===== config.mk =====
export PLATFORM = sky130hd
export DESIGN_NAME = jtag_instruction_logic
export DESIGN_NICKNAME = d
export VERILOG_FILES = /design/src/logic/jtag_pkg.sv /design/src/logic/tap_pin_sync.sv /design/src/logic/tap_fsm.sv /design/src/logic/jtag_instruction_logic.sv
export VERILOG_INCLUDE_DIRS = /design/src /design/src/logic
export SDC_FILE = /design/constraint.sdc
export NUM_CORES = 1
export LEC_CHECK = 0
export ABC_AREA = 1
export BUFFER_PORTS_ARGS = -buffer_cell sky130_fd_sc_hd__buf_2
export CORE_MARGIN = 5
export CORE_UTILIZATION = 39
export CTS_BUF_LIST = sky130_fd_sc_hd__clkbuf_4 sky130_fd_sc_hd__clkbuf_8
export DETAILED_ROUTE_END_ITERATION = 8
export GPL_TIMING_DRIVEN = 0
export MAX_ROUTING_LAYER = met4
export PLACE_DENSITY = 0.55
export SLEW_MARGIN = 20
export SYNTH_ARGS = -nofsm -noshare
export SYNTH_HDL_FRONTEND = slang
export SYNTH_SLANG_ARGS = --single-unit

===== constraint.sdc =====
create_clock -name sys_clk_in -period 1.4 [get_ports sys_clk_in]
set_input_delay 0.07 -clock sys_clk_in [delete_from_list [all_inputs] [get_ports sys_clk_in]]
set_output_delay 0.07 -clock sys_clk_in [all_outputs]
set_load 0.005 [all_outputs]

===== src/logic/jtag_defines.svh =====
// Purpose: constants for the test access port instruction logic
// Assumes: six-bit instruction register, 32-bit identity word
// Notes:   identity fields are parameters of the top module
`ifndef JTAG_DEFINES_SVH
`define JTAG_DEFINES_SVH

`define IR_WIDTH          6
`define IR_EXTEST         6'h00
`define IR_SAMPLE         6'h01
`define IR_IDCODE         6'h02
`define IR_HIGHZ          6'h03
`define IR_CAPTURE_IR_DEFAULT_PATTERN       6'h2d
`define IR_CLAMP          6'h3e
`define IR_BYPASS         6'h3f
`define ID_WIDTH          32
`define ID_LSB_POS        0
`define ID_MAKER_LO       1
`define ID_PART_LO        12
`define ID_REV_LO         28
`define BSR_WIDTH         8
`define BYPASS_CAPTURE    1'b0

`endif


===== src/logic/jtag_pkg.sv =====
// Purpose: shared types for the test access port logic
// Assumes: nothing beyond the defines header
// Notes:   pin group travels as one struct
package jtag_pkg;

  typedef enum logic [3:0] {
    ST_RESET, ST_IDLE, ST_SEL_DR, ST_CAP_DR, ST_SHIFT_DR, ST_EXIT1_DR,
    ST_PAUSE_DR, ST_EXIT2_DR, ST_UPD_DR, ST_SEL_IR, ST_CAP_IR,
    ST_SHIFT_IR, ST_EXIT1_IR, ST_PAUSE_IR, ST_EXIT2_IR, ST_UPD_IR
  } tap_state_t;

  typedef struct packed {
    logic tck;
    logic tms;
    logic tdi;
    logic trst_n;
  } tap_pins_t;

  typedef struct packed {
    logic rise;
    logic fall;
    logic tms;
    logic tdi;
    logic trst_n;
  } tap_evt_t;

endpackage : jtag_pkg


===== src/logic/tap_pin_sync.sv =====
// Purpose: bring the tester pins into the system clock domain
// Assumes: link clock far slower than sys_clk_in
// Notes:   edges found on the second stage only
`timescale 1ns/100ps
module tap_pin_sync (
  input  wire logic               sys_clk_in,
  input  wire logic               nrst_in,
  input  wire jtag_pkg::tap_pins_t pins_in,
  output      jtag_pkg::tap_evt_t  evt_out
);
  import jtag_pkg::*;

  tap_pins_t meta_ff;
  tap_pins_t sync_ff;
  logic      tck_old_ff;

  always_ff @(posedge sys_clk_in) begin
    if (!nrst_in) begin
      meta_ff    <= '0;
      sync_ff    <= '0;
      tck_old_ff <= 1'b0;
    end else begin
      meta_ff    <= pins_in;
      sync_ff    <= meta_ff;
      tck_old_ff <= sync_ff.tck;
    end
  end

  always_comb begin
    evt_out.rise   = sync_ff.tck & ~tck_old_ff;
    evt_out.fall   = ~sync_ff.tck & tck_old_ff;
    evt_out.tms    = sync_ff.tms;
    evt_out.tdi    = sync_ff.tdi;
    evt_out.trst_n = sync_ff.trst_n;
  end

endmodule : tap_pin_sync


===== src/logic/tap_fsm.sv =====
// Purpose: sixteen-state test access port controller
// Assumes: rise is one sys_clk_in pulse per test clock rising edge
// Notes:   test reset forces the reset state at once
`timescale 1ns/100ps
module tap_fsm (
  input  wire logic                sys_clk_in,
  input  wire logic                nrst_in,
  input  wire logic                rise_in,
  input  wire logic                tms_in,
  input  wire logic                trst_n_in,
  output      jtag_pkg::tap_state_t state_out
);
  import jtag_pkg::*;

  tap_state_t state_ff;
  tap_state_t nxt_state;

  assign state_out = state_ff;

  always_comb begin
    nxt_state = state_ff;
    case (state_ff)
      ST_RESET:    nxt_state = tms_in ? ST_RESET    : ST_IDLE;
      ST_IDLE:     nxt_state = tms_in ? ST_SEL_DR   : ST_IDLE;
      ST_SEL_DR:   nxt_state = tms_in ? ST_SEL_IR   : ST_CAP_DR;
      ST_CAP_DR:   nxt_state = tms_in ? ST_EXIT1_DR : ST_SHIFT_DR;
      ST_SHIFT_DR: nxt_state = tms_in ? ST_EXIT1_DR : ST_SHIFT_DR;
      ST_EXIT1_DR: nxt_state = tms_in ? ST_UPD_DR   : ST_PAUSE_DR;
      ST_PAUSE_DR: nxt_state = tms_in ? ST_EXIT2_DR : ST_PAUSE_DR;
      ST_EXIT2_DR: nxt_state = tms_in ? ST_UPD_DR   : ST_SHIFT_DR;
      ST_UPD_DR:   nxt_state = tms_in ? ST_SEL_DR   : ST_IDLE;
      ST_SEL_IR:   nxt_state = tms_in ? ST_RESET    : ST_CAP_IR;
      ST_CAP_IR:   nxt_state = tms_in ? ST_EXIT1_IR : ST_SHIFT_IR;
      ST_SHIFT_IR: nxt_state = tms_in ? ST_EXIT1_IR : ST_SHIFT_IR;
      ST_EXIT1_IR: nxt_state = tms_in ? ST_UPD_IR   : ST_PAUSE_IR;
      ST_PAUSE_IR: nxt_state = tms_in ? ST_EXIT2_IR : ST_PAUSE_IR;
      ST_EXIT2_IR: nxt_state = tms_in ? ST_UPD_IR   : ST_SHIFT_IR;
      ST_UPD_IR:   nxt_state = tms_in ? ST_SEL_DR   : ST_IDLE;
      default:     nxt_state = ST_RESET;
    endcase
  end

  // five rises with mode select high always land in reset
  always_ff @(posedge sys_clk_in) begin
    if (!nrst_in || !trst_n_in) begin
      state_ff <= ST_RESET;
    end else if (rise_in) begin
      state_ff <= nxt_state;
    end
  end

endmodule : tap_fsm


===== src/logic/jtag_instruction_logic.sv =====
// Purpose: instruction register, data registers and scan output
// Assumes: tester pins asynchronous to sys_clk_in, tck of 80 ns
// Notes:   boundary chain is a small stand-in of twice BSR_WIDTH cells
`timescale 1ns/100ps
`include "jtag_defines.svh"
module jtag_instruction_logic #(
  parameter logic [10:0] MAKER_FIELD = 11'h155, // arbitrary value
  parameter logic [15:0] PART_FIELD  = 16'h1234, // arbitrary value
  parameter logic [3:0]  REV_FIELD   = 4'h1     // arbitrary value
) (
  input  wire logic                     sys_clk_in,
  input  wire logic                     nrst_in,
  input  wire jtag_pkg::tap_pins_t      pins_in,
  input  wire logic [`BSR_WIDTH-1:0]    core_out_in,
  input  wire logic [`BSR_WIDTH-1:0]    core_oe_in,
  input  wire logic [`BSR_WIDTH-1:0]    pad_in,
  output      logic                     tdo_out,
  output      logic                     tdo_oe_out,
  output      logic [`BSR_WIDTH-1:0]    pad_out,
  output      logic [`BSR_WIDTH-1:0]    pad_oe_out,
  output      logic [`IR_WIDTH-1:0]     instr_out,
  output      logic                     reserved_sel_out
);
  import jtag_pkg::*;

  localparam int BSR_LEN = 2 * `BSR_WIDTH;

  // ----------------------------------------------------------------
  // identity word
  // ----------------------------------------------------------------
  function automatic logic [`ID_WIDTH-1:0] identity_word();
    logic [`ID_WIDTH-1:0] w;
    w = '0;
    w[`ID_LSB_POS]                   = 1'b1;
    w[`ID_PART_LO-1:`ID_MAKER_LO]    = MAKER_FIELD;
    w[`ID_REV_LO-1:`ID_PART_LO]      = PART_FIELD;
    w[`ID_WIDTH-1:`ID_REV_LO]        = REV_FIELD;
    return w;
  endfunction : identity_word

  function automatic logic is_reserved(input logic [`IR_WIDTH-1:0] c);
    is_reserved = !(c == `IR_EXTEST || c == `IR_SAMPLE
                 || c == `IR_IDCODE || c == `IR_HIGHZ
                 || c == `IR_CAPTURE_IR_DEFAULT_PATTERN || c == `IR_CLAMP
                 || c == `IR_BYPASS);
  endfunction : is_reserved

  // ----------------------------------------------------------------
  // pin synchroniser and controller
  // ----------------------------------------------------------------
  tap_evt_t   evt;
  tap_state_t state;

  tap_pin_sync u_sync (
    .sys_clk_in (sys_clk_in),
    .nrst_in    (nrst_in),
    .pins_in    (pins_in),
    .evt_out    (evt)
  );

  tap_fsm u_fsm (
    .sys_clk_in (sys_clk_in),
    .nrst_in    (nrst_in),
    .rise_in    (evt.rise),
    .tms_in     (evt.tms),
    .trst_n_in  (evt.trst_n),
    .state_out  (state)
  );

  logic                  tap_rst;
  logic [`IR_WIDTH-1:0]  ir_shift_ff;
  logic [`IR_WIDTH-1:0]  ir_ff;
  logic [`ID_WIDTH-1:0]  id_shift_ff;
  logic                  bypass_ff;
  logic [BSR_LEN-1:0]    bsr_shift_ff;
  logic [BSR_LEN-1:0]    bsr_upd_ff;
  logic                  serial_bit;
  logic                  sel_bypass;
  logic                  sel_bsr;
  logic                  drive_pins;
  logic [`BSR_WIDTH-1:0] pad_meta_ff;
  logic [`BSR_WIDTH-1:0] pad_sync_ff;

  // pad levels are board side, so two flops before the capture cells
  always_ff @(posedge sys_clk_in) begin
    if (!nrst_in) begin
      pad_meta_ff <= '0;
      pad_sync_ff <= '0;
    end else begin
      pad_meta_ff <= pad_in;
      pad_sync_ff <= pad_meta_ff;
    end
  end

  assign tap_rst = !nrst_in || !evt.trst_n || state == ST_RESET;

  // reserved codes fall back to bypass as the data path
  assign sel_bypass = ir_ff == `IR_BYPASS || ir_ff == `IR_CLAMP
                   || ir_ff == `IR_HIGHZ || is_reserved(ir_ff);
  assign sel_bsr    = ir_ff == `IR_EXTEST || ir_ff == `IR_SAMPLE;
  assign drive_pins = ir_ff == `IR_EXTEST || ir_ff == `IR_CLAMP;

  // ----------------------------------------------------------------
  // instruction register
  // ----------------------------------------------------------------
  always_ff @(posedge sys_clk_in) begin
    if (tap_rst) begin
      ir_shift_ff <= `IR_CAPTURE_IR_DEFAULT_PATTERN;
    end else if (evt.rise) begin
      if (state == ST_CAP_IR) begin
        ir_shift_ff <= `IR_CAPTURE_IR_DEFAULT_PATTERN;
      end else if (state == ST_SHIFT_IR) begin
        ir_shift_ff <= {evt.tdi, ir_shift_ff[`IR_WIDTH-1:1]};
      end
    end
  end

  // idcode is current after any reset, never bypass
  always_ff @(posedge sys_clk_in) begin
    if (tap_rst) begin
      ir_ff <= `IR_IDCODE;
    end else if (evt.rise && state == ST_UPD_IR) begin
      ir_ff <= ir_shift_ff;
    end
  end

  // ----------------------------------------------------------------
  // identity and bypass registers
  // ----------------------------------------------------------------
  always_ff @(posedge sys_clk_in) begin
    if (tap_rst) begin
      id_shift_ff <= identity_word();
    end else if (evt.rise && ir_ff == `IR_IDCODE) begin
      if (state == ST_CAP_DR) begin
        id_shift_ff <= identity_word();
      end else if (state == ST_SHIFT_DR) begin
        id_shift_ff <= {evt.tdi, id_shift_ff[`ID_WIDTH-1:1]};
      end
    end
  end

  always_ff @(posedge sys_clk_in) begin
    if (tap_rst) begin
      bypass_ff <= `BYPASS_CAPTURE;
    end else if (evt.rise && sel_bypass) begin
      if (state == ST_CAP_DR) begin
        bypass_ff <= `BYPASS_CAPTURE;
      end else if (state == ST_SHIFT_DR) begin
        bypass_ff <= evt.tdi;
      end
    end
  end

  // ----------------------------------------------------------------
  // boundary chain: low half data cells, high half enable cells
  // ----------------------------------------------------------------
  logic [BSR_LEN-1:0] snapshot;
  always_comb begin
    for (int i = 0; i < `BSR_WIDTH; i++) begin
      // while pins are not driven an enabled pin reports the core value, else the pad
      snapshot[i] = (core_oe_in[i] && !drive_pins) ? core_out_in[i]
                                                   : pad_sync_ff[i];
    end
    snapshot[BSR_LEN-1:`BSR_WIDTH] = core_oe_in;
  end

  always_ff @(posedge sys_clk_in) begin
    if (tap_rst) begin
      bsr_shift_ff <= '0;
    end else if (evt.rise && sel_bsr) begin
      if (state == ST_CAP_DR) begin
        bsr_shift_ff <= snapshot;
      end else if (state == ST_SHIFT_DR) begin
        bsr_shift_ff <= {evt.tdi, bsr_shift_ff[BSR_LEN-1:1]};
      end
    end
  end

  // latched cells; clamp keeps them frozen
  always_ff @(posedge sys_clk_in) begin
    if (tap_rst) begin
      bsr_upd_ff <= '0;
    end else if (evt.rise && sel_bsr && state == ST_UPD_DR) begin
      bsr_upd_ff <= bsr_shift_ff;
    end
  end

  // ----------------------------------------------------------------
  // pin outputs
  // ----------------------------------------------------------------
  always_ff @(posedge sys_clk_in) begin
    if (!nrst_in) begin
      pad_out    <= '0;
      pad_oe_out <= '0;
    end else if (drive_pins && !tap_rst) begin
      pad_out    <= bsr_upd_ff[`BSR_WIDTH-1:0];
      pad_oe_out <= bsr_upd_ff[BSR_LEN-1:`BSR_WIDTH];
    end else if (ir_ff == `IR_HIGHZ && !tap_rst) begin
      pad_out    <= core_out_in;
      pad_oe_out <= '0;
    end else begin
      pad_out    <= core_out_in;
      pad_oe_out <= core_oe_in;
    end
  end

  always_ff @(posedge sys_clk_in) begin
    if (!nrst_in) begin
      instr_out        <= `IR_IDCODE;
      reserved_sel_out <= 1'b0;
    end else begin
      instr_out        <= ir_ff;
      reserved_sel_out <= is_reserved(ir_ff);
    end
  end

  // ----------------------------------------------------------------
  // serial output on the falling test clock edge
  // ----------------------------------------------------------------
  always_comb begin
    if (state == ST_SHIFT_IR) begin
      serial_bit = ir_shift_ff[0];
    end else if (ir_ff == `IR_IDCODE) begin
      serial_bit = id_shift_ff[0];
    end else if (sel_bsr) begin
      serial_bit = bsr_shift_ff[0];
    end else begin
      serial_bit = bypass_ff;
    end
  end

  always_ff @(posedge sys_clk_in) begin
    if (tap_rst) begin
      tdo_out    <= 1'b0;
      tdo_oe_out <= 1'b0;
    end else if (evt.fall) begin
      tdo_out    <= serial_bit;
      tdo_oe_out <= state == ST_SHIFT_DR || state == ST_SHIFT_IR;
    end
  end

endmodule : jtag_instruction_logic


# Word-level counts from Yosys, hierarchy flattened
# Index checks and enable logic that the tools add are counted.
# op_classes
bitwise_logic	4
n_mux	35
eq_ne	21
reduce_logical	44
# op_table
operator	n
2-to-1 mux 32 bit	2
case mux 4 bit (12 select lines)	1
equality test 4 bit (second input constant)	8
2-to-1 mux 16 bit	2
2-to-1 mux 8 bit	3
equality test 6 bit (second input constant)	3
equality test 4 x 3 -> 1 bit (second input constant)	4
2-to-1 mux 1 bit	16
2-to-1 mux 4 bit	4
logical AND 1 bit	15
logical OR 1 bit	13
equality test 6 x 2 -> 1 bit (second input constant)	2
2-to-1 mux 6 bit	2
equality test 4 x 2 -> 1 bit (second input constant)	2
AND reduction 2 bit	4
equality test 6 x 1 -> 1 bit (second input constant)	1
zero test 6 bit	1
2-to-1 mux 2 bit	3
2-to-1 mux 3 bit	2
zero test 1 bit	5
equality test 4 x 1 -> 1 bit (second input constant)	1
zero test 4 bit	1
nonzero test 2 bit	2
OR reduction 2 bit	2
3 further kinds	5
# word_totals
register_bits	131
inputBits	30
wordCells	128
output_inout_bits	25

# Depth between registers and ports, before layout
# Gate-level depths: netlist (run 1).
# logic_depth
word_depth	11
depth_mapped	11
depth_no_buf	9

# Hierarchy
# From an unflattened synthesis (run 1), not the netlist that was laid out.
# hier_totals
hier_cells	772
hier_area_um2	5651.7
# modules_own_cells
mod	area_each_um2	cells_each	instances
jtag_instruction_logic	4963.5	670	1
tap_fsm	389.1	67	1
tap_pin_sync	299.0	35	1

# Least setup slack after synthesis (run 1)
# No wires, ideal clock.
# synth_path
path_kind	flip-flop to flip-flop
from	reg ir_ff[2]
to	reg bsr_shift_ff[0]
arrival_time_ps	1295
path_slack_ps	-14
path_stages_with_launch	8
path_cell_list	dfxtp_1 -> nor2_2 -> nand3_2 -> inv_1 -> nand3_1 -> buf_2 -> a21oi_1 -> a21oi_1
# synth_via
elab_chain_len	6
elab_cells_between_ends	11
cone_classes	eq/ne: 2; mux: 2; reduce/logical: 7
# synth_rtl
element	line	text
start, declared	jtag_instruction_logic.sv:72	logic [`IR_WIDTH-1:0] ir_ff;
start signal, assigned	jtag_instruction_logic.sv:121	ir_ff <= `IR_IDCODE;
start signal, assigned	jtag_instruction_logic.sv:123	ir_ff <= ir_shift_ff;
equality test 6 bit (no source line) or zero test 6 bit (tied branches)	--	
logical OR 1 bit (no source line)	--	
zero test 1 bit	jtag_instruction_logic.sv:161	snapshot[i] = (core_oe_in[i] && !drive_pins) ? core_out_in[i]
logical AND 1 bit	jtag_instruction_logic.sv:161	
2-to-1 mux 1 bit	jtag_instruction_logic.sv:161	
2-to-1 mux 16 bit	jtag_instruction_logic.sv:171	if (state == ST_CAP_DR) begin
end signal, assigned	jtag_instruction_logic.sv:172	bsr_shift_ff <= snapshot;
end signal, assigned	jtag_instruction_logic.sv:174	bsr_shift_ff <= {evt.tdi, bsr_shift_ff[BSR_LEN-1:1]};
end, declared	jtag_instruction_logic.sv:75	logic [BSR_LEN-1:0] bsr_shift_ff;
# Several ways; a longest one is shown, not always the timed one.
# A chain may end at the register's enable or synchronous reset.

# Worst setup path after layout (run 1)
# layout_path
from	reg ir_ff[2]
to	reg id_shift_ff[16]
# layout_via
elab_chain_len	3
# layout_rtl
element	line	text
equality test 6 x 2 -> 1 bit (no source line)	--	
logical AND 1 bit (no source line)	--	
AND reduction 2 bit (no source line)	--	
end signal, assigned	jtag_instruction_logic.sv:132	id_shift_ff <= identity_word();
end signal, assigned	jtag_instruction_logic.sv:135	id_shift_ff <= identity_word();
end signal, assigned	jtag_instruction_logic.sv:137	id_shift_ff <= {evt.tdi, id_shift_ff[`ID_WIDTH-1:1]};
end, declared	jtag_instruction_logic.sv:73	logic [`ID_WIDTH-1:0] id_shift_ff;
# Every way passes these cells.

==> out/qor.txt, run 1 <==
Status = complete, but fails checks
Failing checks = negative setup slack
Fraction of layout cells with a size suffix above 1 = 34.1%
Chip Height = 126 um
Largest net degree at the start of global routing = 17
Worst-path clk slew = 70 ps
TritonRoute pass-1 iters = 6
DIE WIDTH = 126 um
Switching portion of total power = 22.1%
Post-route clock skew = 9.77 ps
Antenna diodes = 0
# port buffers = 53
Vias in the first global route = 4736
Starting Density = 39.8%
Total track usage = 19.6%
P_leak = 3.41 nW
Final Cycle Share = 107%
Worst hold path endpoint = u_fsm.state_out[1]$_SDFFE_PP0P_
Fillers = 1204
Peak fanout along the critical path = 10
Hold Crit Depth = 3
ANT nets after route = 0
Slew Viols, Final = 0
CP Capture Type = register
Design Area, Final = 0.00763 mm^2
RSZ-0062 raised after global routing = yes
Synthesis Warnings = 0
Comb power frac = 4.7%
Vias per cell = 5.01
Final hold viol count = 0
Reg-to-Reg Start = ir_ff[2]$_SDFFE_PP0P_
Worst-Skew Late Latency = 440 ps
Gp weighted congestion = 0.868
Kind of critical path = register to register
Via count = 5212
Worst Slack Setup Final = -94.4 ps
Syn_area_per_cell = 7.47 um^2
Critical Path AT = 1810 ps
Initial drt markers = 413
Clk sinks = 131
Initial antenna violation count = 0
Cell row count = 42
Top-area cell type share of the netlist area = 49.6%
First-pass GRT wire length = 24400 um
Drt wl/cell = 15.1 um
Clock network power share = 41.0%
Part of the power in registers = 54.4%
Drt total wl = 15700 um
Required time worst endpoint = 1720 ps
Clock buffer depth = 2
Post-synthesis cell type with the largest combined area = dfxtp_1
Worst hold start = nrst_in
Post-DP Area = 0.00578 mm^2
Cell area after synthesis = 0.00529 mm^2
Register area share after synthesis = 49.6%
Core ar. = 0.0133 mm^2
Setup slack at placement = -405 ps
Setup TNS = -2970 ps
FF+latch count, synth = 131
Worst reg-to-reg path cell count = 9
Syn Inst Count = 708
Peak VDD IR = 0.627 mV
Maximum clock frequency = 669 MHz
Switching power = 1.54 mW
Fin crit period = 1490 ps
Finish-stage setup viols = 72
Layout Area Growth over Synthesis = 44.3%
Pwr dens = 912 mW/mm^2
Die area = 0.0160 mm^2
Max_slew headroom = 59.9%
I/O Pins = 55
CTS tree = yes
Syn_nets = 738
CTS buffer count = 17
Remaining DRCs = 0
Largest cells by area after synthesis = dfxtp_1, nand2_1, a21oi_1, o21ai_0, inv_1
Internal power = 5.43 mW
Total grt overflow = 0
Startpoint class of the critical path = register
WHS = 185 ps
Synth cell types = 27
R2R Setup Slk = -90 ps
Worst Setup SP = ir_ff[2]$_SDFFE_PP0P_
Worst min path class = input port to register
Clock Root Buffer = clkbuf_8
Max Cap Viol = 0
Worst flop-to-flop path endpoint = id_shift_ff[16]$_SDFFE_PP1P_
Worst-margin pin slew = 601 ps
# H-tree levels = 4
Final HPWL DP = 9830 um
Nets = 885
## worst max-delay path: stages (launching register included)
cell and delay (ps):
dfxtp_4 370, nor2_4 140, buf_4 140, nand3_2 100
nor2_4 150, buf_12 150, inv_4 50, buf_8 140
nand2_1 60, nand3_1 70
## flip-flops by register name (all words and copies together), names as in the netlist, 4 cells and up
name / cells
bsr_shift_ff: 16
bsr_upd_ff: 16
id_shift_ff: 32
instr_out: 6
ir_ff: 6
ir_shift_ff: 6
pad_meta_ff: 8
pad_oe_out: 8
pad_out: 8
pad_sync_ff: 8
u_fsm.state_out: 4
u_sync.meta_ff: 4
## placed cells by master (no fill, tap or decap), drive strengths merged
master,netlist,routed
a21oi,74,74
a31oi,1,1
buf,24,116
bufinv,0,1
clkbuf,10,38
clkinv,1,7
dfxtp,131,131
dlygate4sd3,0,28
inv,95,95
nand2,158,159
nand3,52,52
nand3b,1,1
nand4,12,12
nor2,51,52
nor3,1,1
o211ai,2,2
o21ai,91,91
o22ai,4,4
## synth_stat cells, drive strengths merged
cell	number
o211ai	2
nand4	12
nand3	52
buf	24
o21ai	91
clkinv	1
nand2	158
clkbuf	10
o22ai	4
nor2	51
inv	95
a31oi	1
dfxtp	131
nor3	1
a21oi	74
nand3b	1
## layer usage
metal / vias up / track usage [%] / share of wire, %
li1: 2586 / - / -
met1: 2396 / 26.4 / 45
met2: 196 / 28.8 / 45
met3: 34 / 4.46 / 7.3
met4: 0 / 6.88 / 2.1
met5: - / - / 0
## cell type report
class	instances	area [um^2]	area share [%]
Sequential cell	131	2650	34.7
Multi-Input combinational cell	449	2630	34.5
Timing Repair Buffer	127	1050	13.8
Inverter	96	384	5.03
Buffer	33	348	4.56
Clock buffer	22	284	3.72
Tap cell	176	220	2.88
Clock inverter	7	60.1	0.787
## per-stage QoR
stage | cells | power (mW) | util, %
3_3_place_gp | 937 | 4.10 | 43.5
6_report | 1041 | 6.97 | 57.4
4_1_cts | 1024 | 7.00 | 52.2
5_1_grt | 1041 | 7.23 | 57.4
2_1_floorplan | 708 | 3.99 | -
3_5_place_dp | 937 | 4.11 | 43.5
## power groups by stage
| stage | registers (mW) | logic, mW | clock network [mW] |
|---|---|---|---|
| global route | 3.79 | 0.357 | 3.08 |
| finish | 3.79 | 0.326 | 2.85 |
| detailed placement | 3.88 | 0.223 | 0 |
| floorplan | 3.89 | 0.101 | 0 |
| CTS | 3.79 | 0.289 | 2.92 |
| global placement | 3.88 | 0.221 | 0 |
## worst max-delay path by stage
stage | endpoint | slack (ps) | cells after the start
floorplan | id_shift_ff[27]$_SDFFE_PP0P_ | 2 | 11
global placement | id_shift_ff[24]$_SDFFE_PP1P_ | -400 | 6
detailed placement | id_shift_ff[16]$_SDFFE_PP1P_ | -410 | 6
CTS | id_shift_ff[7]$_SDFFE_PP1P_ | -130 | 11
global route | id_shift_ff[17]$_SDFFE_PP1P_ | -180 | 9
finish | id_shift_ff[16]$_SDFFE_PP1P_ | -90 | 9
## cells by family after synthesis
| logic type | synth area share (%) |
|---|---|
| AOI/OAI and AO/OA | 16.5 |
| buffers and inverters | 10.8 |
| DFF | 49.6 |
| and+or+nand+nor | 23.1 |
## timing repair
item / 4_1_cts / 5_1_grt
gates cloned: 6 / 5
hold endpoints to repair: 28 / 0
endpoints found under the setup margin: 98 / 99
gates resized for setup: 112 / 148
hold buffers: 28 / 0
pin swaps: 16 / 48
setup buffers: 24 / 14
No activity file was read; power rests on OpenSTA's default activity.
==> inputs of run 2 (changes only) <==
--- a/config.mk
+++ b/config.mk
@@ -9,12 +9,12 @@
 export ABC_AREA = 1
 export BUFFER_PORTS_ARGS = -buffer_cell sky130_fd_sc_hd__buf_2
 export CORE_MARGIN = 5
-export CORE_UTILIZATION = 39
+export CORE_UTILIZATION = 40
 export CTS_BUF_LIST = sky130_fd_sc_hd__clkbuf_4 sky130_fd_sc_hd__clkbuf_8
 export DETAILED_ROUTE_END_ITERATION = 8
 export GPL_TIMING_DRIVEN = 0
 export MAX_ROUTING_LAYER = met4
-export PLACE_DENSITY = 0.55
+export PLACE_DENSITY = 0.56
 export SLEW_MARGIN = 20
 export SYNTH_ARGS = -nofsm -noshare
 export SYNTH_HDL_FRONTEND = slang
==> run 2 against run 1 <==
  * The run still ends with negative setup slack left
  * Sequential share of layout area is 0.20 points lower
  * Largest cell class unchanged
  * Clock power rose by 29%
  * Critical path depth down 1
  * Routed wire length shrank 3.6%
  * Maximum frequency decreased by 1.2%
  * Combinational power down 3%
  * Hold slack improved by 110 ps
  * Critical path type unchanged
==> out/qor.txt, run 2 (same netlist as run 1, synthesis figures left out) <==
CP Capture Type = register
Most frequent cells in the layout = nand2_1, dfxtp_1, inv_1, buf_2, a21oi_1
Worst hold start = nrst_in
Failing checks = negative setup slack
Initial drt markers = 326
Chip Height = 125 um
Worst-Skew Late Latency = 450 ps
Peak VDD IR = 1.05 mV
TritonRoute pass-1 iters = 4
Nets = 885
Clock network power share = 47.4%
Remaining DRCs = 0
Final HPWL DP = 9770 um
# H-tree levels = 4
Drt wl/cell = 14.5 um
Max_slew headroom = 62.8%
Kind of critical path = register to register
Startpoint class of the critical path = register
Post-route clock skew = 9.16 ps
Via count = 5155
Final Cycle Share = 108%
Switching power = 1.61 mW
Finish-stage setup viols = 73
Setup TNS = -3190 ps
Internal power = 6.18 mW
Fraction of layout cells with a size suffix above 1 = 33.8%
Biggest register = id_shift_ff
DIE WIDTH = 125 um
Critical Path AT = 1910 ps
Clk sinks = 131
Commonest non-fill, non-tap cell in the layout = nand2_1
Vias per cell = 4.94
Worst flop-to-flop path endpoint = id_shift_ff[17]$_SDFFE_PP1P_
Worst reg-to-reg path cell count = 8
Antenna diodes = 0
RSZ-0062 raised after global routing = yes
Final hold viol count = 0
Slew Viols, Final = 0
Worst min path class = input port to register
CTS buffer count = 17
Total grt overflow = 0
R2R Setup Slk = -110 ps
First-pass GRT wire length = 24200 um
Biggest regs = id_shift_ff x32, bsr_shift_ff x16, bsr_upd_ff x16
Gp weighted congestion = 0.863
ANT nets after route = 0
P_leak = 3.46 nW
Layout Area Growth over Synthesis = 45.1%
Max Cap Viol = 0
Required time worst endpoint = 1790 ps
Status = complete, but fails checks
Comb power frac = 4.0%
Maximum clock frequency = 661 MHz
Total track usage = 19.8%
Hold Crit Depth = 3
Worst hold path endpoint = u_fsm.state_out[0]$_SDFFE_PP0P_
Worst Slack Setup Final = -113 ps
Setup slack at placement = -534 ps
Fin crit period = 1510 ps
Part of the power in registers = 48.6%
Worst-margin pin slew = 559 ps
Reg-to-Reg Start = ir_ff[5]$_SDFFE_PP0P_
Worst-path clk slew = 70 ps
Clock Root Buffer = clkbuf_8
Peak fanout along the critical path = 8
Die area = 0.0156 mm^2
I/O Pins = 55
Max reg flops = 32
Largest net degree at the start of global routing = 17
Switching portion of total power = 20.7%
Clock buffer depth = 2
Initial antenna violation count = 0
Cell row count = 42
CTS tree = yes
Core ar. = 0.0131 mm^2
Starting Density = 40.4%
Total chip power = 7.80 mW
Fillers = 1141
Drt total wl = 15200 um
Vias in the first global route = 4901
Pwr dens = 1020 mW/mm^2
# port buffers = 53
run 2: per-stage QoR:
stage,area [um^2],hold WS (ps),util (%),cells
6_report,7670,298,58.7,1043
5_1_grt,7670,328,58.7,1043
4_1_cts,7050,272,53.9,1020
3_5_place_dp,5780,259,44.2,937
3_3_place_gp,5780,249,44.2,937
2_1_floorplan,5300,168,-,708
run 2: power groups by stage:
stage / Sequential, mW / Clock (mW) / Combinational, mW
finish: 3.79 / 3.69 / 0.315
global route: 3.79 / 3.96 / 0.349
CTS: 3.79 / 3.77 / 0.288
detailed placement: 3.88 / 0 / 0.222
global placement: 3.88 / 0 / 0.222
floorplan: 3.89 / 0 / 0.101
run 2: final cells by class:
cell class / count / area [um^2] / area share (%)
Sequential cell: 131 / 2650 / 34.5
Multi-Input combinational cell: 449 / 2580 / 33.6
Tap cell: 176 / 220 / 2.87
Clock buffer: 22 / 284 / 3.70
Inverter: 96 / 393 / 5.12
Clock inverter: 9 / 178 / 2.31
Buffer: 32 / 310 / 4.04
Timing Repair Buffer: 128 / 1060 / 13.8
run 2: metal layers:
layer	vias to the layer above	GRT usage [%]	wire (um)
li1	2583	-	-
met1	2386	24.6	6820
met2	153	30.1	7060
met3	33	5.54	897
met4	0	8.67	372
met5	-	-	0
run 2: worst max path at each step:
stage,to,from,depth (start not counted),slack (ps)
floorplan,id_shift_ff[27]$_SDFFE_PP0P_,u_fsm.state_out[1]$_SDFFE_PP0P_,11,2
global placement,id_shift_ff[21]$_SDFFE_PP1P_,nrst_in,6,-520
detailed placement,id_shift_ff[9]$_SDFFE_PP1P_,nrst_in,6,-530
CTS,id_shift_ff[9]$_SDFFE_PP1P_,u_fsm.state_out[1]$_SDFFE_PP0P_,12,-120
global route,id_shift_ff[17]$_SDFFE_PP1P_,u_fsm.state_out[2]$_SDFFE_PP0P_,11,-180
finish,id_shift_ff[17]$_SDFFE_PP1P_,ir_ff[5]$_SDFFE_PP0P_,8,-110
run 2: repair_timing:
action                     4_1_cts  5_1_grt
hold endpoints to repair        28        0
setup endpoints to repair       97       98
pin swaps                       11       50
hold buffers                    28        0
buffers inserted                16       22
gates cloned                     8        5
resized for setup              108      137
run 2: worst max-delay path: stages, from the launching register on:
cell	delay [ps]
dfxtp_4	370
nor2_4	250
nand3_2	150
nor2_4	150
buf_12	140
buf_8	120
clkbuf_16	140
o21ai_2	50
nand3_1	80
==> inputs of run 3 (changes only) <==
--- a/config.mk
+++ b/config.mk
@@ -14,7 +14,7 @@
 export DETAILED_ROUTE_END_ITERATION = 8
 export GPL_TIMING_DRIVEN = 0
 export MAX_ROUTING_LAYER = met4
-export PLACE_DENSITY = 0.56
+export PLACE_DENSITY = 0.65
 export SLEW_MARGIN = 20
 export SYNTH_ARGS = -nofsm -noshare
 export SYNTH_HDL_FRONTEND = slang
==> run 3 against run 2 <==
  * The flow still finishes with violations (negative setup slack)
  * Cell count rose by 1.4%
  * Combinational power fell by 2%
  * Core utilization rose by 1.5 points
  * Largest power group unchanged
==> out/qor.txt, run 3 (same netlist as run 1, synthesis figures left out) <==
Total track usage = 18.9%
Maximum clock frequency = 650 MHz
Fin crit period = 1540 ps
DIE WIDTH = 125 um
I/O Pins = 55
Antenna diodes = 0
Critical path's largest stage delay = 370 ps
Vias in the first global route = 4583
Reg-to-Reg Start = ir_ff[5]$_SDFFE_PP0P_
Via count = 5346
Total grt overflow = 0
Internal power = 5.97 mW
CP Capture Type = register
Worst-margin pin slew = 620 ps
First-pass GRT wire length = 23200 um
Core ar. = 0.0131 mm^2
Drt total wl = 16100 um
RSZ-0062 raised after global routing = yes
Final hold viol count = 0
Cell row count = 42
Remaining DRCs = 0
CP max stage cell = dfxtp_4
Finish-stage setup viols = 85
Initial antenna violation count = 0
Worst-path clk slew = 70 ps
Die area = 0.0156 mm^2
Gp weighted congestion = 0.882
Worst reg-to-reg path cell count = 9
Fin util = 60.2%
Starting Density = 40.4%
Crit path cell chain = nor2_4 -> buf_12 -> nand3_4 -> nor2_4 -> buf_12 -> buf_8 -> buf_6 -> o21ai_2 -> nand3_1
Max reg flops = 32
R2R Setup Slk = -140 ps
Chip Height = 125 um
Commonest non-fill, non-tap cell in the layout = nand2_1
Slew Viols, Final = 0
Peak VDD IR = 0.608 mV
Design Area, Final = 0.00788 mm^2
Required time worst endpoint = 1790 ps
Worst-Skew Late Latency = 460 ps
Startpoint class of the critical path = register
Worst hold path endpoint = u_fsm.state_out[0]$_SDFFE_PP0P_
Vias per cell = 5.05
# H-tree levels = 4
Worst min path class = input port to register
Largest net degree at the start of global routing = 17
CTS buffer count = 17
Max_slew headroom = 58.7%
Peak fanout along the critical path = 8
Worst Slack Setup Final = -140 ps
Post-route clock skew = 12.2 ps
Crit path buffers/inverters = 4
Biggest regs = id_shift_ff x32, bsr_shift_ff x16, bsr_upd_ff x16
Switching power = 1.69 mW
Worst flop-to-flop path endpoint = id_shift_ff[21]$_SDFFE_PP1P_
Kind of critical path = register to register
Drt wl/cell = 15.2 um
Post-DP Area = 0.00578 mm^2
Critical Path AT = 1930 ps
Critical path's top delay family = buffers and inverters
Comb power frac = 4.0%
Max Cap Viol = 0
Status = complete, but fails checks
Clock network power share = 46.6%
Clock Root Buffer = clkbuf_8
Final Cycle Share = 110%
Failing checks = negative setup slack
Biggest register = id_shift_ff
Switching portion of total power = 22.1%
Part of the power in registers = 49.4%
Setup slack at placement = -406 ps
Clk sinks = 131
ANT nets after route = 0
Nets = 899
Layout Area Growth over Synthesis = 48.9%
Initial drt markers = 773
CTS tree = yes
P_leak = 3.55 nW
Setup TNS = -5310 ps
Worst hold start = nrst_in
# port buffers = 53
Fraction of layout cells with a size suffix above 1 = 36.8%
Hold Crit Depth = 3
Most frequent cells in the layout = nand2_1, dfxtp_1, inv_1, buf_2, a21oi_1
Clock buffer depth = 2
Final HPWL DP = 9100 um
Pwr dens = 973 mW/mm^2
TritonRoute pass-1 iters = 6
[run 3: cell count changes in the layout (fill, tap and decap cells not counted), sizes merged]
cell | previous run | this run
clkinv | 2 | 6
bufinv | 5 | 4
clkbuf | 38 | 33
buf | 116 | 133
[run 3: worst max path at each step]
stage	from	end	slack [ps]	depth (start not counted)
5_1_grt	ir_ff[5]$_SDFFE_PP0P_	id_shift_ff[21]$_SDFFE_PP1P_	-200	9
3_3_place_gp	u_sync.sync_ff[3]$_SDFF_PN0_	bsr_shift_ff[0]$_SDFFE_PP0P_	-410	6
3_5_place_dp	u_sync.sync_ff[3]$_SDFF_PN0_	bsr_shift_ff[5]$_SDFFE_PP0P_	-410	6
6_report	ir_ff[5]$_SDFFE_PP0P_	id_shift_ff[21]$_SDFFE_PP1P_	-140	9
4_1_cts	u_fsm.state_out[1]$_SDFFE_PP0P_	id_shift_ff[14]$_SDFFE_PP1P_	-100	11
2_1_floorplan	u_fsm.state_out[1]$_SDFFE_PP0P_	id_shift_ff[27]$_SDFFE_PP0P_	2	11
[run 3: per-stage QoR]
stage          hold WS (ps)  std cells  power, mW
2_1_floorplan           168        708       3.99
3_3_place_gp            254        937       4.10
3_5_place_dp            254        937       4.10
4_1_cts                 203       1023       7.69
5_1_grt                 262       1058       7.93
6_report                239       1058       7.66
[run 3: metal layers]
metal  global-route usage, %  vias to the layer above  wire length [um]
met3                    4.65                       51              1190
met4                    7.27                        0               408
met1                    25.4                     2412              7000
met5                       -                        -                 0
met2                    27.4                      257              7460
li1                        -                     2626                 -
[run 3: worst register-to-register path, stage by stage, from the launching register on]
cell and delay, ps:
dfxtp_4 370, nor2_4 180, buf_12 140, nand3_4 90, nor2_4 150, buf_12 150
buf_8 130, buf_6 120, o21ai_2 50, nand3_1 100
[run 3: power by group through the flow]
stage | clock network (mW) | logic [mW] | registers (mW)
3_3_place_gp | 0 | 0.221 | 3.88
5_1_grt | 3.81 | 0.340 | 3.79
4_1_cts | 3.61 | 0.284 | 3.79
2_1_floorplan | 0 | 0.101 | 3.89
3_5_place_dp | 0 | 0.219 | 3.88
6_report | 3.57 | 0.309 | 3.78
[run 3: cell type report]
cell class,instances,area [um^2]
plain buffers,33,333
clock buffers,20,269
clock inverters,12,179
fillers,1047,5210
inverters,96,385
multi-input cells,449,2660
flip-flops and latches,131,2650
well taps,176,220
repair buffers,141,1180
[run 3: timing repair]
action	CTS	global route
endpoints found under the setup margin	97	98
hold buffers	28	0
gates resized for setup	94	195
buffers inserted	19	31
pin swaps	17	63
endpoints found under the hold margin	28	0
gates cloned	7	9
